## src/rtl/eee_np_pkg.sv

```systemverilog
// Constants for the EEE next page indirect register bank.
// Assumes a byte-wide switch register port on the core clock.
package eee_np_pkg;
	localparam int NUM_PORTS = 4;
	localparam int BYTE_W = 8;
	localparam int WORD_W = 16;
	// Direct register addresses
	localparam logic [7:0] ADDR_SPACE_PORT = 8'h6E;
	localparam logic [7:0] ADDR_BYTE_OFFSET = 8'h6F;
	localparam logic [7:0] ADDR_DATA_BYTE = 8'hA0;
	// Control byte fields
	localparam int SPACE_HI = 7;
	localparam int SPACE_LO = 5;
	localparam int PORT_HI = 3;
	localparam logic [2:0] SPACE_EEE = 3'h1;
	localparam logic [3:0] PORT_FIRST = 4'h1;
	localparam logic [3:0] PORT_LAST = 4'h4;
	localparam logic [7:0] CTRL_RESET = 8'h00;
	localparam logic [7:0] OFFSET_RESET = 8'h00;
	// Indirect byte offsets
	localparam logic [7:0] OFS_TX_HI = 8'h0E;
	localparam logic [7:0] OFS_TX_LO = 8'h0F;
	localparam logic [7:0] OFS_RX_HI = 8'h10;
	localparam logic [7:0] OFS_RX_LO = 8'h11;
	// Next page word fields
	localparam int MORE_BIT = 15;
	localparam int TYPE_BIT = 13;
	localparam int COMPLY_BIT = 12;
	localparam int TOGGLE_BIT = 11;
	localparam int CODE_W = 11;
	localparam int HI_BASE = 8;
	localparam logic RESET_MORE = 1'b0;
	localparam logic RESET_TYPE = 1'b1;
	localparam logic RESET_COMPLY = 1'b0;
	localparam logic RESET_TOGGLE = 1'b0;
	localparam logic RESERVED_VAL = 1'b0;
	localparam logic [10:0] RESET_CODE = 11'h001;
	localparam logic [15:0] TX_RESET = 16'h2001;
	localparam logic [15:0] RX_RESET = 16'h0000;
	localparam logic [7:0] READ_ZERO = 8'h00;
endpackage : eee_np_pkg

```

## src/rtl/np_port_if.sv

```systemverilog
// Bundle between the indirect access decoder and one port's registers.
// Carries byte write strobes down and both 16-bit words back up.
`timescale 1ns/100ps
`default_nettype none
interface np_port_if;
	logic wr_hi;
	logic wr_lo;
	logic [7:0] wdata;
	logic [15:0] tx_word;
	logic [15:0] rx_word;
	modport bank (output wr_hi, output wr_lo, output wdata,
		input tx_word, input rx_word);
	modport port (input wr_hi, input wr_lo, input wdata,
		output tx_word, output rx_word);
endinterface : np_port_if
`default_nettype wire

```

## src/rtl/np_port_regs.sv

```systemverilog
// One port's next page transmit and partner next page receive words.
// Assumes strobes and negotiation events come from the core clock domain.
`timescale 1ns/100ps
`default_nettype none
module np_port_regs (
	input wire logic clock,
	input wire logic rstn,
	input wire logic ce,
	np_port_if.port bus,
	input wire logic base_sent,
	input wire logic base_toggle,
	input wire logic page_sent,
	input wire logic partner_load,
	input wire logic [eee_np_pkg::WORD_W-1:0] partner_word
);
	import eee_np_pkg::*;

	logic more_q;
	logic type_q;
	logic comply_q;
	logic toggle_q;
	logic [CODE_W-1:0] code_q;
	logic [WORD_W-1:0] rx_q;

	always_ff @(posedge clock) begin
		if (!rstn) begin
			more_q <= RESET_MORE;
			type_q <= RESET_TYPE;
			comply_q <= RESET_COMPLY;
		end else if (ce && bus.wr_hi) begin
			more_q <= bus.wdata[MORE_BIT-HI_BASE];
			type_q <= bus.wdata[TYPE_BIT-HI_BASE];
			comply_q <= bus.wdata[COMPLY_BIT-HI_BASE];
		end
	end

	// Code field straddles both bytes; each half written on its own
	always_ff @(posedge clock) begin
		if (!rstn) begin
			code_q <= RESET_CODE;
		end else if (ce) begin
			if (bus.wr_hi) begin
				code_q[CODE_W-1:HI_BASE] <= bus.wdata[CODE_W-1-HI_BASE:0];
			end
			if (bus.wr_lo) begin
				code_q[HI_BASE-1:0] <= bus.wdata;
			end
		end
	end

	// Software cannot write the toggle; base page exchange wins over next
	always_ff @(posedge clock) begin
		if (!rstn) begin
			toggle_q <= RESET_TOGGLE;
		end else if (ce) begin
			if (base_sent) begin
				toggle_q <= ~base_toggle;
			end else if (page_sent) begin
				toggle_q <= ~toggle_q;
			end
		end
	end

	always_ff @(posedge clock) begin
		if (!rstn) begin
			rx_q <= RX_RESET;
		end else if (ce && partner_load) begin
			rx_q <= partner_word;
		end
	end

	assign bus.tx_word = {more_q, RESERVED_VAL, type_q, comply_q, toggle_q,
		code_q};
	assign bus.rx_word = rx_q;

	property p_first_toggle;
		@(posedge clock) disable iff (!rstn)
		(ce && base_sent) |=> (bus.tx_word[TOGGLE_BIT] == !$past(base_toggle));
	endproperty
	a_first_toggle: assert property (p_first_toggle)
		else $error("toggle not inverse of base page bit");

	property p_toggle_flip;
		@(posedge clock) disable iff (!rstn)
		(ce && page_sent && !base_sent) |=>
			(bus.tx_word[TOGGLE_BIT] != $past(bus.tx_word[TOGGLE_BIT]));
	endproperty
	a_toggle_flip: assert property (p_toggle_flip)
		else $error("toggle did not flip after page exchange");

	property p_toggle_hold;
		@(posedge clock) disable iff (!rstn)
		(!(ce && (page_sent || base_sent))) |=> $stable(bus.tx_word[TOGGLE_BIT]);
	endproperty
	a_toggle_hold: assert property (p_toggle_hold)
		else $error("toggle changed without an exchange");

	property p_reserved_zero;
		@(posedge clock) disable iff (!rstn)
		1'b1 |-> (bus.tx_word[TOGGLE_BIT+3] == RESERVED_VAL);
	endproperty
	a_reserved_zero: assert property (p_reserved_zero)
		else $error("reserved bit not zero");
endmodule : np_port_regs
`default_nettype wire

```

## src/rtl/eee_np_indirect.sv

```systemverilog
// Indirect access bank for the per-port EEE next page registers.
// Assumes a byte register port on the core clock, single-cycle strobes.
`timescale 1ns/100ps
`default_nettype none
module eee_np_indirect (
	input wire logic clock,
	input wire logic rstn,
	input wire logic ce,
	input wire logic [7:0] reg_addr,
	input wire logic [eee_np_pkg::BYTE_W-1:0] reg_wdata,
	input wire logic reg_wr,
	input wire logic reg_rd,
	output logic [eee_np_pkg::BYTE_W-1:0] reg_rdata,
	output logic reg_rvalid,
	input wire logic [eee_np_pkg::NUM_PORTS-1:0] base_sent,
	input wire logic [eee_np_pkg::NUM_PORTS-1:0] base_toggle,
	input wire logic [eee_np_pkg::NUM_PORTS-1:0] page_sent,
	input wire logic [eee_np_pkg::NUM_PORTS-1:0] partner_load,
	input wire logic [eee_np_pkg::NUM_PORTS*eee_np_pkg::WORD_W-1:0] partner_word,
	output logic [eee_np_pkg::NUM_PORTS*eee_np_pkg::WORD_W-1:0] tx_page
);
	import eee_np_pkg::*;

	logic [BYTE_W-1:0] ctrl_q;
	logic [BYTE_W-1:0] offset_q;
	logic [BYTE_W-1:0] rdata_q;
	logic [BYTE_W-1:0] rdata_d;
	logic rvalid_q;
	logic space_ok;
	logic port_ok;
	logic [3:0] port_sel;
	logic data_wr;
	logic [BYTE_W-1:0] indirect_byte;
	logic [WORD_W-1:0] tx_words [NUM_PORTS];
	logic [WORD_W-1:0] rx_words [NUM_PORTS];
	logic [WORD_W-1:0] sel_tx;
	logic [WORD_W-1:0] sel_rx;
	logic [NUM_PORTS*WORD_W-1:0] tx_fields;

	np_port_if pif [NUM_PORTS] ();

	always_ff @(posedge clock) begin
		if (!rstn) begin
			ctrl_q <= CTRL_RESET;
		end else if (ce && reg_wr && reg_addr == ADDR_SPACE_PORT) begin
			ctrl_q <= reg_wdata;
		end
	end

	always_ff @(posedge clock) begin
		if (!rstn) begin
			offset_q <= OFFSET_RESET;
		end else if (ce && reg_wr && reg_addr == ADDR_BYTE_OFFSET) begin
			offset_q <= reg_wdata;
		end
	end

	// Any other space or port leaves the data byte inert rather than aliasing
	assign space_ok = (ctrl_q[SPACE_HI:SPACE_LO] == SPACE_EEE);
	assign port_sel = ctrl_q[PORT_HI:0];
	assign port_ok = (port_sel >= PORT_FIRST) && (port_sel <= PORT_LAST);
	assign data_wr = ce && reg_wr && (reg_addr == ADDR_DATA_BYTE) && space_ok
		&& port_ok;

	genvar g;
	generate
		for (g = 0; g < NUM_PORTS; g++) begin : g_port
			localparam logic [3:0] PORT_ID = 4'(g) + PORT_FIRST;
			assign pif[g].wr_hi = data_wr && (port_sel == PORT_ID)
				&& (offset_q == OFS_TX_HI);
			assign pif[g].wr_lo = data_wr && (port_sel == PORT_ID)
				&& (offset_q == OFS_TX_LO);
			assign pif[g].wdata = reg_wdata;
			assign tx_words[g] = pif[g].tx_word;
			assign rx_words[g] = pif[g].rx_word;
			assign tx_page[g*WORD_W +: WORD_W] = pif[g].tx_word;
			// Toggle masked out: a negotiation event may move it at any time
			assign tx_fields[g*WORD_W +: WORD_W] = {
				pif[g].tx_word[WORD_W-1:TOGGLE_BIT+1], 1'b0,
				pif[g].tx_word[TOGGLE_BIT-1:0]};
			np_port_regs np_port_regs_i (
				.clock(clock),
				.rstn(rstn),
				.ce(ce),
				.bus(pif[g]),
				.base_sent(base_sent[g]),
				.base_toggle(base_toggle[g]),
				.page_sent(page_sent[g]),
				.partner_load(partner_load[g]),
				.partner_word(partner_word[g*WORD_W +: WORD_W])
			);
		end
	endgenerate

	always_comb begin
		sel_tx = TX_RESET;
		sel_rx = RX_RESET;
		for (int i = 0; i < NUM_PORTS; i++) begin
			if (port_sel == 4'(i) + PORT_FIRST) begin
				sel_tx = tx_words[i];
				sel_rx = rx_words[i];
			end
		end
	end

	always_comb begin
		indirect_byte = READ_ZERO;
		if (space_ok && port_ok) begin
			unique case (offset_q)
				OFS_TX_HI: indirect_byte = sel_tx[WORD_W-1:HI_BASE];
				OFS_TX_LO: indirect_byte = sel_tx[HI_BASE-1:0];
				OFS_RX_HI: indirect_byte = sel_rx[WORD_W-1:HI_BASE];
				OFS_RX_LO: indirect_byte = sel_rx[HI_BASE-1:0];
				default: indirect_byte = READ_ZERO;
			endcase
		end
	end

	// Unmapped addresses answer zero so software never sees stale data
	always_comb begin
		unique case (reg_addr)
			ADDR_SPACE_PORT: rdata_d = ctrl_q;
			ADDR_BYTE_OFFSET: rdata_d = offset_q;
			ADDR_DATA_BYTE: rdata_d = indirect_byte;
			default: rdata_d = READ_ZERO;
		endcase
	end

	always_ff @(posedge clock) begin
		if (!rstn) begin
			rdata_q <= READ_ZERO;
		end else if (ce && reg_rd) begin
			rdata_q <= rdata_d;
		end
	end

	always_ff @(posedge clock) begin
		if (!rstn) begin
			rvalid_q <= 1'b0;
		end else if (ce) begin
			rvalid_q <= reg_rd;
		end
	end

	assign reg_rdata = rdata_q;
	assign reg_rvalid = rvalid_q;

	property p_ctrl_store;
		@(posedge clock) disable iff (!rstn)
		(ce && reg_wr && reg_addr == ADDR_SPACE_PORT) ##1 (ce && reg_rd
			&& reg_addr == ADDR_SPACE_PORT) |=> (reg_rdata == $past(reg_wdata, 2));
	endproperty
	a_ctrl_store: assert property (p_ctrl_store)
		else $error("control byte did not read back");

	property p_bad_space_no_write;
		@(posedge clock) disable iff (!rstn)
		(reg_wr && reg_addr == ADDR_DATA_BYTE && !space_ok) |=>
			$stable(tx_fields);
	endproperty
	a_bad_space_no_write: assert property (p_bad_space_no_write)
		else $error("write landed outside the EEE space");

	property p_bad_port_no_write;
		@(posedge clock) disable iff (!rstn)
		(reg_wr && reg_addr == ADDR_DATA_BYTE && !port_ok) |=>
			$stable(tx_fields);
	endproperty
	a_bad_port_no_write: assert property (p_bad_port_no_write)
		else $error("write landed on an invalid port");

	property p_hi_write;
		@(posedge clock) disable iff (!rstn)
		(data_wr && offset_q == OFS_TX_HI) |=>
			(sel_tx[MORE_BIT] == $past(reg_wdata[MORE_BIT-HI_BASE])
			&& sel_tx[TYPE_BIT] == $past(reg_wdata[TYPE_BIT-HI_BASE])
			&& sel_tx[COMPLY_BIT] == $past(reg_wdata[COMPLY_BIT-HI_BASE]));
	endproperty
	a_hi_write: assert property (p_hi_write)
		else $error("upper byte write not applied");

	property p_lo_write;
		@(posedge clock) disable iff (!rstn)
		(data_wr && offset_q == OFS_TX_LO) |=>
			(sel_tx[HI_BASE-1:0] == $past(reg_wdata));
	endproperty
	a_lo_write: assert property (p_lo_write)
		else $error("lower byte write not applied");

	property p_rx_readonly;
		@(posedge clock) disable iff (!rstn)
		(data_wr && (offset_q == OFS_RX_HI || offset_q == OFS_RX_LO)) |=>
			$stable(tx_fields);
	endproperty
	a_rx_readonly: assert property (p_rx_readonly)
		else $error("receive offset write changed transmit word");

	property p_read_answer;
		@(posedge clock) disable iff (!rstn)
		(ce && reg_rd && reg_addr == ADDR_DATA_BYTE && space_ok && port_ok
			&& offset_q == OFS_RX_LO) |=>
			(reg_rvalid && reg_rdata == $past(sel_rx[HI_BASE-1:0]));
	endproperty
	a_read_answer: assert property (p_read_answer)
		else $error("data byte read returned wrong byte");

	property p_reset_value;
		@(posedge clock)
		!rstn |=> (tx_page[WORD_W-1:0] == TX_RESET);
	endproperty
	a_reset_value: assert property (p_reset_value)
		else $error("transmit word reset value wrong");

	property p_offset_store;
		@(posedge clock) disable iff (!rstn)
		(ce && reg_wr && reg_addr == ADDR_BYTE_OFFSET) |=>
			(offset_q == $past(reg_wdata));
	endproperty
	a_offset_store: assert property (p_offset_store)
		else $error("offset byte not stored");

	property p_code_hi_write;
		@(posedge clock) disable iff (!rstn)
		(data_wr && offset_q == OFS_TX_HI) |=>
			(sel_tx[CODE_W-1:HI_BASE] == $past(reg_wdata[CODE_W-1-HI_BASE:0]));
	endproperty
	a_code_hi_write: assert property (p_code_hi_write)
		else $error("code field upper bits not written");

	property p_tx_lo_read;
		@(posedge clock) disable iff (!rstn)
		(ce && reg_rd && reg_addr == ADDR_DATA_BYTE && space_ok && port_ok
			&& offset_q == OFS_TX_LO) |=>
			(reg_rdata == $past(sel_tx[HI_BASE-1:0]));
	endproperty
	a_tx_lo_read: assert property (p_tx_lo_read)
		else $error("transmit lower byte read wrong");

	property p_rx_hi_read;
		@(posedge clock) disable iff (!rstn)
		(ce && reg_rd && reg_addr == ADDR_DATA_BYTE && space_ok && port_ok
			&& offset_q == OFS_RX_HI) |=>
			(reg_rdata == $past(sel_rx[WORD_W-1:HI_BASE]));
	endproperty
	a_rx_hi_read: assert property (p_rx_hi_read)
		else $error("receive upper byte read wrong");

	property p_bad_select_read;
		@(posedge clock) disable iff (!rstn)
		(ce && reg_rd && reg_addr == ADDR_DATA_BYTE && !(space_ok && port_ok))
			|=> (reg_rdata == READ_ZERO);
	endproperty
	a_bad_select_read: assert property (p_bad_select_read)
		else $error("bad space or port read not zero");

	property p_unmapped_read;
		@(posedge clock) disable iff (!rstn)
		(ce && reg_rd && reg_addr != ADDR_SPACE_PORT
			&& reg_addr != ADDR_BYTE_OFFSET && reg_addr != ADDR_DATA_BYTE)
			|=> (reg_rdata == READ_ZERO);
	endproperty
	a_unmapped_read: assert property (p_unmapped_read)
		else $error("unmapped address read not zero");

	property p_rvalid_pulse;
		@(posedge clock) disable iff (!rstn)
		(ce && reg_rd) |=> reg_rvalid;
	endproperty
	a_rvalid_pulse: assert property (p_rvalid_pulse)
		else $error("read not answered");

	property p_rvalid_idle;
		@(posedge clock) disable iff (!rstn)
		(ce && !reg_rd) |=> !reg_rvalid;
	endproperty
	a_rvalid_idle: assert property (p_rvalid_idle)
		else $error("read valid without a read");

	property p_rdata_hold;
		@(posedge clock) disable iff (!rstn)
		!(ce && reg_rd) |=> $stable(reg_rdata);
	endproperty
	a_rdata_hold: assert property (p_rdata_hold)
		else $error("read data changed without a read");

	property p_ce_freeze;
		@(posedge clock) disable iff (!rstn)
		!ce |=> ($stable(ctrl_q) && $stable(offset_q) && $stable(tx_page)
			&& $stable(reg_rdata) && $stable(reg_rvalid));
	endproperty
	a_ce_freeze: assert property (p_ce_freeze)
		else $error("state moved while clock enable low");
endmodule : eee_np_indirect
`default_nettype wire

```

## config.mk

```make
export PLATFORM = sky130hd
export DESIGN_NAME = eee_np_indirect
export DESIGN_NICKNAME = d
export VERILOG_FILES = /design/src/rtl/eee_np_pkg.sv /design/src/rtl/np_port_if.sv /design/src/rtl/np_port_regs.sv /design/src/rtl/eee_np_indirect.sv
export SDC_FILE = /design/constraint.sdc
export NUM_CORES = 1
export LEC_CHECK = 0
export ABC_AREA = 0
export CAP_MARGIN = 20
export CORE_ASPECT_RATIO = 0.5
export CORE_MARGIN = 2
export CORE_UTILIZATION = 50
export DETAILED_ROUTE_END_ITERATION = 8
export DONT_BUFFER_PORTS = 1
export GPL_TIMING_DRIVEN = 0
export PLACE_DENSITY = 0.77
export SLEW_MARGIN = 20
export SYNTH_ARGS = -nofsm -noshare
export SYNTH_HDL_FRONTEND = slang
export SYNTH_SLANG_ARGS = --single-unit
```

## constraint.sdc

```tcl
create_clock -name clock -period 2.7 [get_ports clock]
set_clock_uncertainty 0.15 [all_clocks]
set_input_delay 0.405 -clock clock [delete_from_list [all_inputs] [get_ports clock]]
set_output_delay 0.405 -clock clock [all_outputs]
set_load 0.02 [all_outputs]
```

==> results.py, run 1 <==
metrics = {
    "detailed_routing": {
        "drc": 0,
        "wl_met1_um": 9270,
        "dr_wl_met2_um": 10300,
        "vias": 6572,
        "avgRoutedWirePerCell_um": 20.5,
        "viasPerCell": 5.96,
        "wl_met3_um": 2600,
        "antenna_left": 0,
        "drtIter0Drc": 777,
        "wl_um": 22600,
        "firstDrtPassIters": 6,
        "routed.top_layer": "met4",
    },
    "sta": {
        "max_freq_ghz": 0.359,
        "worstMarginPinSlew_ns": 0.977,
        "holdWs_ns": -0.00170,
        "post-route-period-util_pct": 103,
        "period_needed_ns": 2.78,
        "final.setup.tns_ns": -0.120,
        "hold_viol": 1,
        "slew_viol_final": 0,
        "setup_ws_ns": -0.0821,
        "rsz0062_at_grt": "true",
        "slew_headroom_pct": 34.2,
        "finalSetupViolations": 4,
    },
    "critical_path": {
        "crit_fanout": 10,
        "endpoint_kind": "register",
        "critPathRequiredTime_ns": 2.83,
        "crit_type": "reg -> reg",
        "arrival_ns": 2.91,
        "critPathLaunchType": "register",
    },
    "cts": {
        "cts_tree": "yes",
        "insertion_delay_ns": 0.41,
        "cts_setup_buffers": 0,
        "root_buffer": "clkbuf_16",
        "cts.sinks": 149,
        "cts_buffers": 17,
        "clkTransAtPathRegs_ns": 0.06,
        "clockBufferDepth": 2,
        "cts.htree.levels": 4,
    },
    "place": {
        "place_area_mm2": 0.00758,
        "post-place-cells": 1029,
        "gp_congestion": 0.934,
        "port-buffer-count": 0,
        "place_hpwl_um": 16600,
    },
    "pwr": {
        "irDropWorstVdd_v": 0.000362,
        "total_leakage_power_nw": 2.90,
        "pwr_density_cell_mw_per_mm2": 589,
    },
    "die": {
        "num_io_pins": 174,
        "die_h_um": 89.6,
        "start_util_pct": 50.9,
        "die_x_um": 175,
        "rows": 31,
        "dieArea_mm2": 0.0157,
        "core_mm2": 0.0144,
    },
    "logic_synthesis": {
        "synth_ff_type": "dfxtp_1",
        "syn_area_mm2": 0.00732,
        "avgSynthCellArea_um2": 8.84,
        "synth.yosys.seq_area_share_pct": 40.7,
        "synthDominantCellAreaShare_pct": 40.7,
        "synth_cell_types": 50,
        "synth.yosys.warnings": 0,
        "async_flop_share_pct": 0,
        "synth_area_leaders": "dfxtp_1 (41%), mux2i_1 (12%), nand2_1 (8.5%)",
        "synth_edf_count": 0,
        "synth_top_area_cell": "dfxtp_1",
        "netlist_instances": 828,
        "ys_seq_elements": 149,
    },
    "cells_and_area": {
        "syn_to_final_growth_pct": 18.1,
        "final_common_cell": "nand2_1",
        "final_util_pct": 60.1,
        "drive_gt1_share_pct": 10.9,
        "fin_nets": 993,
        "layout.cells.non_filler": 1103,
        "diodes": 0,
        "design_area_mm2": 0.00865,
        "final_cell_mix": "nand2_1 (165), dfxtp_1 (149), mux2i_1 (85), a21boi_0 (74), nor2b_1 (65)",
    },
    "status": {
        "status": "complete, but fails checks",
        "violations": "hold timing, setup timing",
    },
    "grt": {
        "grt_antenna_before_repair": 0,
        "track_usage_pct": 28.1,
        "grt_first_pass_wirelength_um": 33000,
        "grt-ovfl-total": 0,
        "grt_pass1_vias": 6039,
        "grt_max_degree": 17,
    },
    "worst_hold_path": {
        "hold_path_class": "in -> reg",
    },
    "flow_run": {
        "maxCapViolations": 0,
    },
}
[timing repair]
item / CTS / global route
hold buffers: 42 / 0
cloned: 0 / 0
endpoints found under the setup margin: 6 / 32
resized for setup: 4 / 9
hold endpoints to repair: 42 / 0
[where the power goes]
part           switching [W]  internal, W  total [W]  leakage, nW
clock network       0.000946      0.00158    0.00252        0.294
logic               0.000163     0.000132   0.000295         1.39
registers          0.0000312      0.00225    0.00228         1.21
[worst paths after layout]
check                                                 from                                        to  slack, ns  cells after the start
setup / recovery                                 ctrl_q[1]                              reg_rdata[4]      -0.08                      7
hold reg to reg   g_port[3].np_port_regs_i.bus.rx_word[14]  g_port[3].np_port_regs_i.bus.rx_word[14]       0.32                      2
setup reg to reg                                 ctrl_q[1]                              reg_rdata[4]      -0.08                      7
hold / removal                             partner_word[6]   g_port[0].np_port_regs_i.bus.rx_word[6]     -0.002                      2
[state kept, by name (all words and copies together), names as in the netlist]
name and count:
g_port.np_port_regs_i.code_q 44, g_port.np_port_regs_i.type_q 4, g_port.np_port_regs_i.comply_q 4, reg_rdata 8, offset_q 8, ctrl_q 8, reg_rvalid 1, g_port.np_port_regs_i.more_q 4
g_port.np_port_regs_i.toggle_q 4, g_port.np_port_regs_i.bus.rx_word 64
[worst max-delay path, stage by stage, from the launching register on]
cell and delay [ns]:
dfxtp_1 0.32, buf_2 0.24, buf_2 0.38, clkbuf_4 0.35
mux2i_1 0.26, o22ai_1 0.20, a2111oi_1 0.60, o21ai_0 0.13
[kinds of logic after synthesis]
family | synth area share [%]
simple gates | 20.9
buf+inv | 5.19
compound gates | 18.5
flops | 40.7
other cells | 0.0512
mux | 14.7
[through the flow]
step	hold WS, ns	setup slack (ns)	total power (W)
2_1_floorplan	0.290	0.403	0.00249
3_3_place_gp	0.297	-0.338	0.00256
3_5_place_dp	0.308	-0.336	0.00257
4_1_cts	0.000389	0.0266	0.00510
5_1_grt	0.00268	-0.123	0.00524
6_report	-0.00170	-0.0821	0.00510
[synthesized netlist by cell type, types with 3 or more instances]
cell type,number
nand2_1,165
dfxtp_1,149
mux2i_1,85
a21boi_0,74
nor2b_1,66
clkbuf_1,48
a21oi_1,26
o21ai_0,24
a22oi_1,21
buf_4,21
mux2_2,20
a211oi_1,15
nor2_1,13
o22ai_1,10
a22o_1,8
nand3_1,8
buf_2,7
and2_1,6
nor3_1,5
nor3b_1,5
nand2b_1,4
nand4_1,4
nor2_8,4
a31oi_1,3
nor2_4,3
[area by class of cell]
type / count / area (µm²)
plain buffers: 78 / 390
clock buffers: 21 / 450
clock inverters: 11 / 174
fillers: 1206 / 5740
multi-input cells: 604 / 3990
flip-flops and latches: 149 / 2980
well taps: 198 / 248
repair buffers: 42 / 420
[layer usage]
metal	GRT usage, %	vias to the layer above
met5	0	-
met2	47.4	420
met4	7.80	0
met3	8.84	56
li1	-	2991
met1	35.5	3105
No activity file was read; power rests on OpenSTA's default activity.
==> run 2: changes to the inputs <==
--- a/config.mk
+++ b/config.mk
@@ -17,4 +17,5 @@
 export SLEW_MARGIN = 20
 export SYNTH_ARGS = -nofsm -noshare
 export SYNTH_HDL_FRONTEND = slang
+export SYNTH_HIERARCHICAL = 1
 export SYNTH_SLANG_ARGS = --single-unit
==> run 2 against run 1 <==
Net effect:
- the flow finishes with violations (setup timing)
- combinational power increased by 39%
- critical path depth up 2
- sequential cell count is the same
- sequential share of layout area is 2.2 points lower
- clock-buffer cell count stayed put
- critical path type unchanged
==> results.py, run 2 <==
metrics = {
    "sta": {
        "post-route-period-util_pct": 103,
        "period_needed_ns": 2.79,
        "rsz0062_at_grt": "true",
        "worstMarginPinSlew_ns": 0.893,
        "hold_viol": 0,
        "setup_ws_ns": -0.0905,
        "finalSetupViolations": 2,
        "slew_headroom_pct": 39.9,
        "max_freq_ghz": 0.358,
        "holdWs_ns": 0.000452,
        "slew_viol_final": 0,
    },
    "cells_and_area": {
        "diodes": 0,
        "largest_register_ffs": 64,
        "drive_gt1_share_pct": 18.1,
        "final_common_cell": "nand2_1",
        "n_fill_cell": 1238,
        "fin_nets": 1101,
        "syn_to_final_growth_pct": 20.6,
        "design_area_mm2": 0.00925,
        "final_util_pct": 62.9,
        "final_cell_mix": "nand2_1 (166), dfxtp_1 (149), dlygate4sd3_1 (73), nand3_1 (72), a21boi_1 (72)",
    },
    "place": {
        "place_area_mm2": 0.00791,
        "gp_congestion": 1.04,
        "place_ws_ns": -0.190,
        "place_hpwl_um": 19400,
        "port-buffer-count": 0,
    },
    "die": {
        "start_util_pct": 52.1,
        "die_x_um": 179,
        "die_h_um": 91.5,
        "rows": 31,
        "core_mm2": 0.0147,
        "dieArea_mm2": 0.0164,
        "num_io_pins": 174,
    },
    "grt": {
        "grt_first_pass_wirelength_um": 39900,
        "track_usage_pct": 32.8,
        "grt_pass1_vias": 6951,
        "grt-ovfl-total": 0,
        "grt_antenna_before_repair": 0,
        "grt_max_degree": 17,
    },
    "critical_path": {
        "endpoint": "reg_rdata[2]",
        "arrival_ns": 2.99,
        "crit_type": "reg -> reg",
        "startpoint": "ctrl_q[1]",
        "endpoint_kind": "register",
        "rr_worst_depth": 9,
        "rr_startpoint": "ctrl_q[1]",
        "critPathLaunchType": "register",
        "critPathRequiredTime_ns": 2.90,
        "r2r_end": "reg_rdata[2]",
        "timing.reg2reg.setup_slack_ns": -0.09,
        "crit_fanout": 10,
    },
    "logic_synthesis": {
        "synthSimpleGateAreaFrac_pct": 23.5,
        "synth_top_area_cell": "dfxtp_1",
        "synthAdderAreaFrac_pct": 0,
        "avgSynthCellArea_um2": 8.44,
        "synth_ff_type": "dfxtp_1",
        "synthDominantCellAreaShare_pct": 38.9,
        "synth_cell_types": 50,
        "synthMuxAreaShare_pct": 5.76,
        "synth.yosys.warnings": 6,
        "synth_edf_count": 0,
        "ys_seq_elements": 149,
        "ys_top_cells_by_count": "nand2_1 (168), dfxtp_1 (149), a21boi_1 (72), nand3_1 (72), a21oi_1 (52)",
        "netlist_instances": 908,
        "synthXorXnorAreaFrac_pct": 0.114,
        "post-synth-top-count-cell": "nand2_1",
        "syn_area_mm2": 0.00766,
        "async_flop_share_pct": 0,
        "synth_area_leaders": "dfxtp_1 (39%), nand2_1 (8.2%), a21boi_1 (7.1%)",
        "synth.yosys.seq_area_share_pct": 38.9,
        "synth_top_family_by_area": "compound AO/OA/AOI/OAI gates",
        "synth_compound_area_share_pct": 24.4,
        "synth.net_count": 1009,
    },
    "detailed_routing": {
        "vias": 7410,
        "viasPerCell": 6.12,
        "firstDrtPassIters": 7,
        "drc": 0,
        "antenna_left": 0,
        "wl_um": 27200,
        "avgRoutedWirePerCell_um": 22.5,
        "drtIter0Drc": 891,
    },
    "pwr": {
        "power_w": 0.00510,
        "pwr_density_cell_mw_per_mm2": 552,
        "irDropWorstVdd_v": 0.000478,
        "total_leakage_power_nw": 3.16,
    },
    "cts": {
        "cts_buffers": 17,
        "cts_tree": "yes",
        "insertion_delay_ns": 0.43,
        "cts_setup_buffers": 0,
        "cts.htree.levels": 4,
        "cts.sinks": 149,
        "clkTransAtPathRegs_ns": 0.06,
        "clockBufferDepth": 2,
        "root_buffer": "clkbuf_16",
    },
    "flow_run": {
        "maxCapViolations": 0,
    },
    "status": {
        "status": "complete, but fails checks",
        "violations": "setup timing",
    },
    "worst_hold_path": {
        "hold_path_class": "in -> reg",
    },
}
run 2: cell types whose count changed in the layout (fill, tap and decap cells not counted), moves of 24 or more:
cell	change
a21boi_0	-73
a21boi_1	+72
a21boi_2	+40
a21oi_1	+26
clkbuf_1	-24
dlygate4sd3_1	+31
mux2i_1	-42
nand2_2	+41
nand3_1	+65
nor2b_1	-46
run 2: layout make-up:
| cell class | count | area (µm²) | area share (%) |
|---|---|---|---|
| clock inverters | 11 | 125 | 1.35 |
| flip-flops and latches | 149 | 2980 | 32.3 |
| plain buffers | 84 | 534 | 5.78 |
| clock buffers | 21 | 460 | 4.98 |
| inverters | 5 | 18.8 | 0.203 |
| well taps | 198 | 248 | 2.68 |
| repair buffers | 73 | 731 | 7.90 |
| multi-input cells | 670 | 4150 | 44.8 |
run 2: layer usage:
layer	vias to the layer above	track usage [%]	routed length, µm
met5	-	0	0
met4	0	10.7	903
met3	77	9.92	3210
met2	472	52.1	12200
met1	3533	42.6	10900
li1	3328	-	-
run 2: how the worst min path moves through the flow:
stage	startpoint	slack (ns)	cells after the start	endpoint
3_3_place_gp	g_port[0].np_port_regs_i/bus.rx_word[15]	0.29	2	g_port[0].np_port_regs_i/bus.rx_word[15]
2_1_floorplan	g_port[0].np_port_regs_i/bus.rx_word[15]	0.28	2	g_port[0].np_port_regs_i/bus.rx_word[15]
5_1_grt	reg_wdata[0]	0.003	2	g_port[1].np_port_regs_i/code_q[0]
4_1_cts	reg_wdata[0]	0.0005	2	g_port[2].np_port_regs_i/code_q[0]
6_report	reg_wdata[0]	0.0005	2	g_port[2].np_port_regs_i/code_q[0]
3_5_place_dp	g_port[1].np_port_regs_i/more_q	0.30	2	g_port[1].np_port_regs_i/more_q
run 2: critical path: stages, from the launching register on:
cell      delay (ns)
dfxtp_1         0.31
buf_2           0.17
buf_2           0.29
clkbuf_1        0.46
a21oi_1         0.17
a211oi_1        0.65
a21oi_1         0.08
o22ai_1         0.19
nor2_1          0.10
o21ai_1         0.13
run 2: kinds of logic after synthesis:
kind of cell | count (synthesis)
AOI/OAI and AO/OA | 254
xor gates and xnor gates | 1
buffers and inverters | 89
DFF | 149
muxes | 44
other | 4
and+or+nand+nor | 367
run 2: power by group:
part | switching, W | internal (W) | total, W
Clock | 0.000998 | 0.00142 | 0.00241
Sequential | 0.0000327 | 0.00225 | 0.00228
Combinational | 0.000209 | 0.000200 | 0.000409
Total | 0.00124 | 0.00386 | 0.00510
run 2: timing repair:
| action | in CTS | in global routing |
|---|---|---|
| hold buffers | 73 | 0 |
| gates resized for setup | 2 | 11 |
| pin swaps | 0 | 0 |
| setup endpoints to repair | 13 | 32 |
| endpoints found under the hold margin | 110 | 0 |
run 2: metrics by stage:
step | setup TNS [ns] | std cells
global route | -0.817 | 1211
finish | -0.140 | 1211
floorplan | 0 | 908
detailed placement | -1.08 | 1106
CTS | 0 | 1211
global placement | -0.782 | 1106
